### config.mk
export PLATFORM = sky130hd
export DESIGN_NAME = cdm_mode_regs
export DESIGN_NICKNAME = d
export VERILOG_FILES = /design/src/verilog/cdm_ramp.v /design/src/verilog/cdm_mode_regs.v
export VERILOG_INCLUDE_DIRS = /design/src /design/src/verilog
export SDC_FILE = /design/constraint.sdc
export NUM_CORES = 1
export LEC_CHECK = 0
export BUFFER_PORTS_ARGS = -buffer_cell sky130_fd_sc_hd__buf_2
export CORE_MARGIN = 5
export CORE_UTILIZATION = 50
export CTS_CLUSTER_SIZE = 30
export DETAILED_ROUTE_END_ITERATION = 8
export GPL_TIMING_DRIVEN = 0
export HOLD_SLACK_MARGIN = 0.15
export PLACE_DENSITY = 0.77
export SYNTH_ARGS = -nofsm -noshare
export SYNTH_HDL_FRONTEND = slang
export SYNTH_SLANG_ARGS = --single-unit
### constraint.sdc
create_clock -name I_SYS_CLK -period 3 [get_ports I_SYS_CLK]
set_input_delay 0.6 -clock I_SYS_CLK [delete_from_list [all_inputs] [get_ports I_SYS_CLK]]
set_output_delay 0.6 -clock I_SYS_CLK [all_outputs]
set_load 0.03 [all_outputs]
### src/verilog/cdm_consts.vh
// Register offsets, field positions, reset values and step counts of the codec mode registers.
`ifndef CDM_CONSTS_VH
`define CDM_CONSTS_VH
`define CDM_ADDR_DAC_MOD 7'h44
`define CDM_ADDR_DAC_FLT 7'h45
`define CDM_ADDR_ADC_GL 7'h46
`define CDM_ADDR_ADC_GR 7'h47
`define CDM_ADDR_ADC_CLK 7'h48
`define CDM_RST_DAC_MOD 8'h00
`define CDM_RST_DAC_FLT 8'h00
`define CDM_RST_ADC_GAIN 8'hd7
`define CDM_RST_ADC_CLK 8'h00
`define CDM_RST_DAC_LEVEL 8'hff
`define CDM_MASK_DAC_MOD 8'h47
`define CDM_MASK_DAC_FLT 8'hf3
`define CDM_MASK_ADC_CLK 8'hf0
`define CDM_BIT_OVER 6
`define CDM_BIT_INVERT 2
`define CDM_BIT_MUTE_R 1
`define CDM_BIT_MUTE_L 0
`define CDM_BIT_ROLLOFF 7
`define CDM_BIT_DEEMPH_HI 6
`define CDM_BIT_DEEMPH_LO 5
`define CDM_BIT_DEEMPH_EN 4
`define CDM_BIT_ZPOL 1
`define CDM_BIT_ZCOMB 0
`define CDM_BIT_CSEL 7
`define CDM_BIT_ROLE_HI 6
`define CDM_BIT_ROLE_LO 4
`define CDM_DAC_MUTE_CODE 8'h00
`define CDM_ADC_MUTE_MAX 8'h0e
`define CDM_STEP_FS 3'h7
`define CDM_TIMEOUT_FS 10'h1ff
`define CDM_OSR_BASE 8'h40
`define CDM_ROLE_SLAVE 3'h0
`define CDM_ROLE_768 3'h1
`define CDM_ROLE_512 3'h2
`define CDM_ROLE_384 3'h3
`define CDM_ROLE_256 3'h4
`define CDM_HALF_768 4'h6
`define CDM_HALF_512 4'h4
`define CDM_HALF_384 4'h3
`define CDM_HALF_256 4'h2
`endif

### src/verilog/cdm_ramp.v
// Stepping attenuator level with a single-entry command buffer.
`timescale 1ns/1ps
`include "cdm_consts.vh"
module cdm_ramp #(
  parameter [7:0] RST_LEVEL = 8'hd7
) (
  // Clock and reset.
  input wire i_clk,
  input wire i_arst_n,
  // New target and step enable.
  input wire i_load,
  input wire [7:0] i_load_val,
  input wire i_step,
  // Current level and ramp activity.
  output wire [7:0] o_level,
  output wire o_busy
);
  reg [7:0] level_ff; // Level applied to the signal right now.
  reg [7:0] goal_ff; // Target of the ramp in progress.
  reg [7:0] pend_ff; // Command waiting for the ramp to finish.
  reg pend_vld_ff; // The waiting command is valid.
  wire busy = (level_ff != goal_ff);

  // A target written mid-ramp waits; a later one overwrites it, so only the last survives.
  always @(posedge i_clk or negedge i_arst_n)
  begin
    if (!i_arst_n)
    begin
      level_ff <= RST_LEVEL;
      goal_ff <= RST_LEVEL;
      pend_ff <= RST_LEVEL;
      pend_vld_ff <= 1'b0;
    end
    else
    begin
      if (i_load && busy)
      begin
        pend_ff <= i_load_val;
        pend_vld_ff <= 1'b1;
      end
      else if (i_load)
      begin
        goal_ff <= i_load_val;
        pend_vld_ff <= 1'b0;
      end
      else if (!busy && pend_vld_ff)
      begin
        goal_ff <= pend_ff;
        pend_vld_ff <= 1'b0;
      end
      // One code is one 0.5 dB step, so each enable while level and goal differ moves the level one code.
      if (i_step && busy)
      begin
        if (level_ff < goal_ff)
          level_ff <= level_ff + 8'h01;
        else
          level_ff <= level_ff - 8'h01;
      end
    end
  end

  assign o_level = level_ff;
  assign o_busy = busy | pend_vld_ff;
endmodule // cdm_ramp

### src/verilog/cdm_mode_regs.v
// Codec DAC and ADC mode registers with attenuator ramps and ADC clock control.
//
// Function
// DAC oversampling follows clock ratio, bit doubles.
// Software avoids changing oversampling during operation.
// Phase bit inverts both DAC outputs.
// Separate left and right DAC soft-mute bits.
// Mute ramps DAC down, step per 8 samples.
// Unmute ramps DAC back to programmed level.
// Roll-off bit: clear sharp, set slow.
// De-emphasis rate field: 44.1, 48, 32 kHz.
// De-emphasis enable bit, default bypassed.
// Polarity bit sets silence flags active level.
// Combine bit makes both flags report both.
// ADC gain is half dB per code offset.
// ADC gain levels reset to unity code.
// ADC gain steps at zero crossings or 8 samples.
// No crossing for 512 samples: step every sample.
// Mid-ramp writes buffered, last one runs afterwards.
// Clock-set bit picks first or second clock set.
// Role field selects slave or master ratio.
// Zero-cross disable picks crossing or fixed stepping.
// Software never writes reserved codes or bits.
// Master mode generates bit and frame clocks.
`timescale 1ns/1ps
`include "cdm_consts.vh"
module cdm_mode_regs (
  // Clock and reset.
  input wire I_SYS_CLK,
  input wire I_ARST_N,
  // Register access, address and data as carried by the control port.
  input wire I_REG_WR,
  input wire I_REG_RD,
  input wire [6:0] I_REG_ADDR,
  input wire [7:0] I_REG_WDATA,
  output reg [7:0] O_REG_RDATA,
  // Sample-rate timebase, one pulse per sample period.
  input wire I_FS_TICK,
  // DAC side status and settings from outside this slice.
  input wire [1:0] I_DAC_CLK_RATIO,
  input wire [7:0] I_DAC_LEFT_LEVEL,
  input wire [7:0] I_DAC_RIGHT_LEVEL,
  input wire I_LEFT_ZERO_DATA,
  input wire I_RIGHT_ZERO_DATA,
  // ADC side status and settings from outside this slice.
  input wire I_ZERO_CROSS_DISABLE,
  input wire I_ADC_LEFT_ZERO_CROSS,
  input wire I_ADC_RIGHT_ZERO_CROSS,
  // Audio clock inputs of both clock sets.
  input wire I_SYSCLK_IN_A,
  input wire I_BITCLK_A,
  input wire I_FRAMECLK_A,
  input wire I_SYSCLK_IN_B,
  input wire I_BITCLK_B,
  input wire I_FRAMECLK_B,
  // DAC controls.
  output reg [7:0] O_DAC_OSR,
  output reg O_DAC_OUTPUT_INVERT,
  output reg O_DAC_ROLLOFF_SEL,
  output reg [1:0] O_DEEMPH_RATE_SEL,
  output reg O_DEEMPH_ENABLE,
  output reg [7:0] O_DAC_LEFT_ATTEN,
  output reg [7:0] O_DAC_RIGHT_ATTEN,
  output reg O_LEFT_SILENCE_FLAG,
  output reg O_RIGHT_SILENCE_FLAG,
  // ADC controls.
  output reg [7:0] O_ADC_LEFT_GAIN,
  output reg [7:0] O_ADC_RIGHT_GAIN,
  output reg O_ADC_LEFT_MUTE,
  output reg O_ADC_RIGHT_MUTE,
  output reg O_ADC_CLOCK_SET_SEL,
  output reg O_ADC_MASTER,
  output reg O_ADC_SYSCLK,
  output reg O_ADC_BITCLK,
  output reg O_ADC_FRAMECLK
);
  // Stored register contents, reserved bits always zero.
  reg [7:0] dac_mod_ff;
  reg [7:0] dac_flt_ff;
  reg [7:0] adc_gl_ff;
  reg [7:0] adc_gr_ff;
  reg [7:0] adc_clk_ff;
  // Sample-period divider for the fixed eight-sample step.
  reg [2:0] fs_cnt_ff;
  // DAC ramp goals as last handed to the ramps.
  reg [7:0] dac_goal_l_ff;
  reg [7:0] dac_goal_r_ff;
  // Master clock generator state.
  reg sck_prev_ff;
  reg [3:0] half_cnt_ff;
  reg gen_bck_ff;
  reg [5:0] bit_cnt_ff;
  // Ramp interface wires.
  wire [7:0] lvl [0:3];
  wire [3:0] load;
  wire [7:0] load_val [0:3];
  wire [3:0] step;
  wire eight_tick = I_FS_TICK && (fs_cnt_ff == `CDM_STEP_FS);
  wire [1:0] zc = {I_ADC_RIGHT_ZERO_CROSS, I_ADC_LEFT_ZERO_CROSS};
  wire [1:0] timeout;
  wire [7:0] nxt_goal_l;
  wire [7:0] nxt_goal_r;
  wire [2:0] role = adc_clk_ff[`CDM_BIT_ROLE_HI:`CDM_BIT_ROLE_LO];
  wire csel = adc_clk_ff[`CDM_BIT_CSEL];
  wire sel_sck = csel ? I_SYSCLK_IN_B : I_SYSCLK_IN_A;
  wire sel_bck = csel ? I_BITCLK_B : I_BITCLK_A;
  wire sel_lrck = csel ? I_FRAMECLK_B : I_FRAMECLK_A;
  wire master = (role != `CDM_ROLE_SLAVE);
  wire [3:0] half = role_half(role);
  wire sck_rise = sel_sck && !sck_prev_ff;
  // Half bit-clock period in system-clock edges for the master ratios at 64 bits a frame.
  function [3:0] role_half;
    input [2:0] r;
    begin
      case (r)
        `CDM_ROLE_768: role_half = `CDM_HALF_768;
        `CDM_ROLE_512: role_half = `CDM_HALF_512;
        `CDM_ROLE_384: role_half = `CDM_HALF_384;
        default: role_half = `CDM_HALF_256; // Role 256 and the reserved codes.
      endcase
    end
  endfunction
  // Codes at or below the mute ceiling give infinite attenuation.
  function adc_is_mute;
    input [7:0] code;
    begin
      adc_is_mute = (code <= `CDM_ADC_MUTE_MAX);
    end
  endfunction
  // Register writes; reserved positions are masked so they read back as zero.
  always @(posedge I_SYS_CLK or negedge I_ARST_N)
  begin
    if (!I_ARST_N)
    begin
      dac_mod_ff <= `CDM_RST_DAC_MOD;
      dac_flt_ff <= `CDM_RST_DAC_FLT;
      adc_gl_ff <= `CDM_RST_ADC_GAIN;
      adc_gr_ff <= `CDM_RST_ADC_GAIN;
      adc_clk_ff <= `CDM_RST_ADC_CLK;
    end
    else if (I_REG_WR)
    begin
      case (I_REG_ADDR)
        `CDM_ADDR_DAC_MOD: dac_mod_ff <= I_REG_WDATA & `CDM_MASK_DAC_MOD;
        `CDM_ADDR_DAC_FLT: dac_flt_ff <= I_REG_WDATA & `CDM_MASK_DAC_FLT;
        `CDM_ADDR_ADC_GL: adc_gl_ff <= I_REG_WDATA;
        `CDM_ADDR_ADC_GR: adc_gr_ff <= I_REG_WDATA;
        `CDM_ADDR_ADC_CLK: adc_clk_ff <= I_REG_WDATA & `CDM_MASK_ADC_CLK;
        default: adc_clk_ff <= adc_clk_ff;
      endcase
    end
  end
  // Register reads are registered; an unmapped address returns zero.
  always @(posedge I_SYS_CLK or negedge I_ARST_N)
  begin
    if (!I_ARST_N)
      O_REG_RDATA <= 8'h00;
    else if (I_REG_RD)
    begin
      case (I_REG_ADDR)
        `CDM_ADDR_DAC_MOD: O_REG_RDATA <= dac_mod_ff;
        `CDM_ADDR_DAC_FLT: O_REG_RDATA <= dac_flt_ff;
        `CDM_ADDR_ADC_GL: O_REG_RDATA <= adc_gl_ff;
        `CDM_ADDR_ADC_GR: O_REG_RDATA <= adc_gr_ff;
        `CDM_ADDR_ADC_CLK: O_REG_RDATA <= adc_clk_ff;
        default: O_REG_RDATA <= 8'h00;
      endcase
    end
  end
  // Sample counter shared by every fixed eight-sample step.
  always @(posedge I_SYS_CLK or negedge I_ARST_N)
  begin
    if (!I_ARST_N)
      fs_cnt_ff <= 3'h0;
    else if (I_FS_TICK)
      fs_cnt_ff <= fs_cnt_ff + 3'h1;
  end
  // DAC goal is zero while muted, else the programmed attenuator level.
  assign nxt_goal_l = dac_mod_ff[`CDM_BIT_MUTE_L] ? `CDM_DAC_MUTE_CODE : I_DAC_LEFT_LEVEL;
  assign nxt_goal_r = dac_mod_ff[`CDM_BIT_MUTE_R] ? `CDM_DAC_MUTE_CODE : I_DAC_RIGHT_LEVEL;
  // Remember the goal last handed over so a change becomes a single load pulse.
  always @(posedge I_SYS_CLK or negedge I_ARST_N)
  begin
    if (!I_ARST_N)
    begin
      dac_goal_l_ff <= `CDM_RST_DAC_LEVEL;
      dac_goal_r_ff <= `CDM_RST_DAC_LEVEL;
    end
    else
    begin
      dac_goal_l_ff <= nxt_goal_l;
      dac_goal_r_ff <= nxt_goal_r;
    end
  end
  // Channels 0 and 1 are DAC left and right; they always step every eight samples.
  assign load[0] = (nxt_goal_l != dac_goal_l_ff);
  assign load[1] = (nxt_goal_r != dac_goal_r_ff);
  assign load_val[0] = nxt_goal_l;
  assign load_val[1] = nxt_goal_r;
  assign step[0] = eight_tick;
  assign step[1] = eight_tick;
  // Channels 2 and 3 are ADC left and right, loaded by their register writes.
  assign load[2] = I_REG_WR && (I_REG_ADDR == `CDM_ADDR_ADC_GL);
  assign load[3] = I_REG_WR && (I_REG_ADDR == `CDM_ADDR_ADC_GR);
  assign load_val[2] = I_REG_WDATA;
  assign load_val[3] = I_REG_WDATA;
  genvar g;
  // Zero-cross timeout per ADC channel; once expired it steps every sample until a crossing.
  generate
    for (g = 0; g < 2; g = g + 1)
    begin : g_adc
      reg [9:0] quiet_cnt_ff;
      reg timeout_ff;
      always @(posedge I_SYS_CLK or negedge I_ARST_N)
      begin
        if (!I_ARST_N)
        begin
          quiet_cnt_ff <= 10'h000;
          timeout_ff <= 1'b0;
        end
        else if (I_FS_TICK)
        begin
          if (zc[g])
          begin
            quiet_cnt_ff <= 10'h000;
            timeout_ff <= 1'b0;
          end
          else if (quiet_cnt_ff == `CDM_TIMEOUT_FS)
            timeout_ff <= 1'b1;
          else
            quiet_cnt_ff <= quiet_cnt_ff + 10'h001;
        end
      end
      assign timeout[g] = timeout_ff;
      // Crossings are sampled once per sample period; the disable bit selects fixed steps.
      assign step[g + 2] = I_ZERO_CROSS_DISABLE ? eight_tick :
                           (I_FS_TICK && (zc[g] || timeout_ff));
    end
  endgenerate
  // Four identical ramps; only reset level, load source and step source differ.
  generate
    for (g = 0; g < 4; g = g + 1)
    begin : g_ramp
      cdm_ramp #(
        .RST_LEVEL((g < 2) ? `CDM_RST_DAC_LEVEL : `CDM_RST_ADC_GAIN)
      ) u_ramp (
        .i_clk(I_SYS_CLK),
        .i_arst_n(I_ARST_N),
        .i_load(load[g]),
        .i_load_val(load_val[g]),
        .i_step(step[g]),
        .o_level(lvl[g]),
        .o_busy()
      );
    end
  endgenerate
  // Master clock generator: bit clock from selected system clock, frame every 64 bits.
  always @(posedge I_SYS_CLK or negedge I_ARST_N)
  begin
    if (!I_ARST_N)
    begin
      sck_prev_ff <= 1'b0;
      half_cnt_ff <= 4'h0;
      gen_bck_ff <= 1'b0;
      bit_cnt_ff <= 6'h00;
    end
    else
    begin
      sck_prev_ff <= sel_sck;
      // Held in reset while slave so a new master mode starts from a clean frame.
      if (!master)
      begin
        half_cnt_ff <= 4'h0;
        gen_bck_ff <= 1'b0;
        bit_cnt_ff <= 6'h00;
      end
      else if (sck_rise)
      begin
        if (half_cnt_ff >= half - 4'h1)
        begin
          half_cnt_ff <= 4'h0;
          gen_bck_ff <= !gen_bck_ff;
          if (gen_bck_ff)
            bit_cnt_ff <= bit_cnt_ff + 6'h01;
        end
        else
          half_cnt_ff <= half_cnt_ff + 4'h1;
      end
    end
  end
  // Every output is registered; decodes settle one cycle after the register write.
  always @(posedge I_SYS_CLK or negedge I_ARST_N)
  begin
    if (!I_ARST_N)
    begin
      O_DAC_OSR <= `CDM_OSR_BASE;
      O_DAC_OUTPUT_INVERT <= 1'b0;
      O_DAC_ROLLOFF_SEL <= 1'b0;
      O_DEEMPH_RATE_SEL <= 2'h0;
      O_DEEMPH_ENABLE <= 1'b0;
      O_DAC_LEFT_ATTEN <= `CDM_RST_DAC_LEVEL;
      O_DAC_RIGHT_ATTEN <= `CDM_RST_DAC_LEVEL;
      O_LEFT_SILENCE_FLAG <= 1'b0;
      O_RIGHT_SILENCE_FLAG <= 1'b0;
      O_ADC_LEFT_GAIN <= `CDM_RST_ADC_GAIN;
      O_ADC_RIGHT_GAIN <= `CDM_RST_ADC_GAIN;
      O_ADC_LEFT_MUTE <= 1'b0;
      O_ADC_RIGHT_MUTE <= 1'b0;
      O_ADC_CLOCK_SET_SEL <= 1'b0;
      O_ADC_MASTER <= 1'b0;
      O_ADC_SYSCLK <= 1'b0;
      O_ADC_BITCLK <= 1'b0;
      O_ADC_FRAMECLK <= 1'b0;
    end
    else
    begin
      // Ratio 0 is 512/768, 1 is 256/384, 2 is 128/192; the bit doubles the rate.
      O_DAC_OSR <= (`CDM_OSR_BASE >> I_DAC_CLK_RATIO) << dac_mod_ff[`CDM_BIT_OVER];
      O_DAC_OUTPUT_INVERT <= dac_mod_ff[`CDM_BIT_INVERT];
      O_DAC_ROLLOFF_SEL <= dac_flt_ff[`CDM_BIT_ROLLOFF];
      O_DEEMPH_RATE_SEL <= dac_flt_ff[`CDM_BIT_DEEMPH_HI:`CDM_BIT_DEEMPH_LO];
      O_DEEMPH_ENABLE <= dac_flt_ff[`CDM_BIT_DEEMPH_EN];
      O_DAC_LEFT_ATTEN <= lvl[0];
      O_DAC_RIGHT_ATTEN <= lvl[1];
      // Combine first, then apply the polarity choice.
      O_LEFT_SILENCE_FLAG <= dac_flt_ff[`CDM_BIT_ZPOL] ^ (dac_flt_ff[`CDM_BIT_ZCOMB] ?
        (I_LEFT_ZERO_DATA & I_RIGHT_ZERO_DATA) : I_LEFT_ZERO_DATA);
      O_RIGHT_SILENCE_FLAG <= dac_flt_ff[`CDM_BIT_ZPOL] ^ (dac_flt_ff[`CDM_BIT_ZCOMB] ?
        (I_LEFT_ZERO_DATA & I_RIGHT_ZERO_DATA) : I_RIGHT_ZERO_DATA);
      O_ADC_LEFT_GAIN <= lvl[2];
      O_ADC_RIGHT_GAIN <= lvl[3];
      O_ADC_LEFT_MUTE <= adc_is_mute(lvl[2]);
      O_ADC_RIGHT_MUTE <= adc_is_mute(lvl[3]);
      O_ADC_CLOCK_SET_SEL <= csel;
      O_ADC_MASTER <= master;
      O_ADC_SYSCLK <= sel_sck;
      // Slave passes the chosen set through; master drives generated clocks.
      O_ADC_BITCLK <= master ? gen_bck_ff : sel_bck;
      O_ADC_FRAMECLK <= master ? !bit_cnt_ff[5] : sel_lrck;
    end
  end
endmodule // cdm_mode_regs

==> flow_summary.json <==
{
  "status": "completed",
  "grt_pass1_vias": 8146,
  "cts_tree": "done",
  "cts.sinks": 241,
  "period_share_pct": 96.0,
  "final_cell_mix": "dfstp_2, buf_2, dfrtp_1, mux2_2, nor2_1",
  "clock.fmax_mhz": 347,
  "syn_inst": 1017,
  "layout_min_cycle_time_ps": 2880,
  "slew_viol_final": 0,
  "core-area_um2": 23500,
  "grt_pass1_wl_um": 40400,
  "synth_edf_count": 0,
  "yosysWarnings": 0,
  "tightest_slew_ps": 875,
  "cp-start-kind": "flip-flop",
  "grt_max_degree": 95,
  "hold_violations": 0,
  "worstPathArrival_ps": 3330,
  "avgSynthCellArea_um2": 11.8,
  "fin_util_pct": 59.9,
  "ys_seq_area_share_pct": 51.8,
  "root_buffer": "clkbuf_16",
  "p_int_mw": 7.71,
  "reg2reg_depth": 11,
  "setup_viol": 0,
  "grt_antenna_before_repair": 4,
  "endpoint_kind": "flip-flop",
  "async_reset_ff_share_pct": 100,
  "nets": 1284,
  "setup_tns_ps": 0,
  "setup_ws_ps": 121,
  "routed_via_density": 5.41,
  "clockPowerShare_pct": 29.4,
  "rows": 56,
  "insertion_delay_ps": 530,
  "p_sw_mw": 3.68,
  "cp_max_fo": 7,
  "synth_seq_cells": 241,
  "die_h_um": 165,
  "drt_pass1_iterations": 4,
  "critPathMaxStageDelay_ps": 530,
  "whs_ps": 217,
  "yosysUniqueCellTypes": 72,
  "htree_levels": 1,
  "cts_buffer_depth": 3,
  "grt_use_total_pct": 18.0,
  "cp.depth": 11,
  "drtAntennaViolNets": 0,
  "finalNonFillerCells": 1507,
  "stdcell_area_um2": 14100,
  "placed_cell_area_um2": 13000,
  "clock_skew_ps": 16.6,
  "synthFlopType": "dfstp_2",
  "cellPowerDensity_nw_per_um2": 807,
  "leakage_nw": 6.20,
  "cp_slowest_cell": "dfstp_2",
  "relSlewSlack_pct": 41.4,
  "num_vias": 8152,
  "die-area_um2": 27200,
  "fillers": 1910,
  "drv_cap": 0,
  "crit_family": "compound AO/OA/AOI/OAI gates",
  "overflow": 0,
  "path_cells": "inv_1 -> ha_1 -> a21oi_1 -> nand2_1 -> a211o_4 -> fa_2 -> a21o_1 -> a21oi_2 -> o21ai_0 -> xor2_1 -> mux2_2",
  "die_x_um": 165,
  "hold_path_class": "primary input to flip-flop",
  "first_iter_violations": 324,
  "routed_wl_um": 24400,
  "p_total_mw": 11.4,
  "wl_per_cell_um": 16.2,
  "pwr-share-comb_pct": 31.1,
  "start_util_pct": 50.9,
  "grt_setup_unrepaired": "true",
  "cts_buffers": 27,
  "required_ps": 3450,
  "dp.cells": 1446,
  "dp_hpwl_um": 17100,
  "io_pins": 111,
  "swShare_pct": 32.3,
  "cp.buffers_inverters": 1,
  "dp_slack_ps": -95.9,
  "p_seq_share_pct": 39.5,
  "synth_area_um2": 12000,
  "crit_type": "flip-flop to flip-flop",
  "numPortBuffers": 106,
  "ir_worst_vdd_uv": 841,
  "syn2layout_area_growth_pct": 17.8,
  "drive_gt1_share_pct": 37.5,
  "min_path_cells": 2,
  "cts.clk_slew.worst_paths_ps": 60,
  "gp_routability_congestion": 0.831,
  "mostFrequentLayoutCell": "dfstp_2",
  "drc": 0
}
power groups by stage:
stage / Combinational (mW) / Clock [mW] / Sequential, mW
after detailed placement: 3.26 / 0 / 4.52
final: 3.54 / 3.35 / 4.49
after floorplan: 2.14 / 0 / 4.79
after CTS: 3.35 / 3.43 / 4.48
after global routing: 3.92 / 3.58 / 4.59
after global placement: 3.12 / 0 / 4.50
cells in the mapped netlist (12+ instances only):
library cell | count | share of area, %
dfrtp_1 | 100 | 21
mux2_2 | 68 | 6.4
nand3_1 | 26 | 1.1
xnor2_1 | 34 | 2.5
mux2i_1 | 29 | 2.4
a22oi_1 | 16 | 1.0
ha_1 | 66 | 6.9
nor2b_1 | 18 | 0.94
xor2_1 | 23 | 1.7
dfstp_2 | 141 | 31
nand2_1 | 60 | 1.9
o21ai_0 | 51 | 2.1
inv_1 | 56 | 1.8
nor2_1 | 63 | 2.0
clkbuf_1 | 12 | 0.38
a21oi_1 | 43 | 1.8
o22ai_1 | 20 | 1.0
nand4_1 | 14 | 0.73
mux2_4 | 16 | 2.0
flip-flops by register name (all words and copies together) (netlist names), 5 cells and up:
signal and flops:
g_ramp.u_ramp.o_level 32, O_REG_RDATA 8, O_DAC_LEFT_ATTEN 8, O_ADC_LEFT_GAIN 8
adc_gl_ff 8, dac_goal_l_ff 8, bit_cnt_ff 6, g_adc.quiet_cnt_ff 20
dac_goal_r_ff 8, g_ramp.u_ramp.pend_ff 32, O_ADC_RIGHT_GAIN 8, g_ramp.u_ramp.goal_ff 32
O_DAC_RIGHT_ATTEN 8, adc_gr_ff 8, O_DAC_OSR 5, dac_flt_ff 6
what timing repair did:
action,4_1_cts,5_1_grt
endpoints found under the setup margin,6,9
hold buffers,1,0
pin swaps,3,7
hold endpoints to repair,42,0
setup buffers,1,7
resized for setup,8,18
kinds of logic after synthesis:
family | share of synthesized area (%)
AND/OR/NAND/NOR | 11.2
flip-flops | 51.8
AO/OA/AOI/OAI | 11.2
multiplexers | 11.2
buffers and inverters | 2.87
adder cells (fa/ha/maj) | 7.56
XOR/XNOR | 4.17
other | 0.0627
layer usage:
layer | share of wire, % | GRT usage (%) | routed length [um]
met3 | 5.1 | 3.59 | 1250
met4 | 1.8 | 3.89 | 452
met5 | 0.086 | 0 | 21
met2 | 49 | 30.3 | 11900
met1 | 44 | 24.4 | 10800
final cells by class:
cell class	count	area (um^2)	area share, %
Multi-Input combinational cell	699	5580	39.5
Antenna cell	2	5.00	0.0355
Sequential cell	241	6210	44.0
Clock buffer	42	792	5.61
Inverter	56	210	1.49
Buffer	23	134	0.949
Timing Repair Buffer	117	666	4.72
Clock inverter	8	121	0.860
Tap cell	319	399	2.83
final timing paths:
path,slack [ps],to,from
max,120,g_ramp[3].u_ramp.o_level[6],g_ramp[3].u_ramp.goal_ff[6]
min,220,O_DAC_OSR[6],I_DAC_CLK_RATIO[1]
max reg2reg,120,g_ramp[3].u_ramp.o_level[6],g_ramp[3].u_ramp.goal_ff[6]
min reg2reg,390,O_DAC_RIGHT_ATTEN[4],g_ramp[1].u_ramp.o_level[4]
max in group asynchronous,1530,O_DAC_RIGHT_ATTEN[5],I_ARST_N
min in group asynchronous,640,g_ramp[0].u_ramp.pend_vld_ff,I_ARST_N
Note: power is estimated with default switching activity, not from simulation.
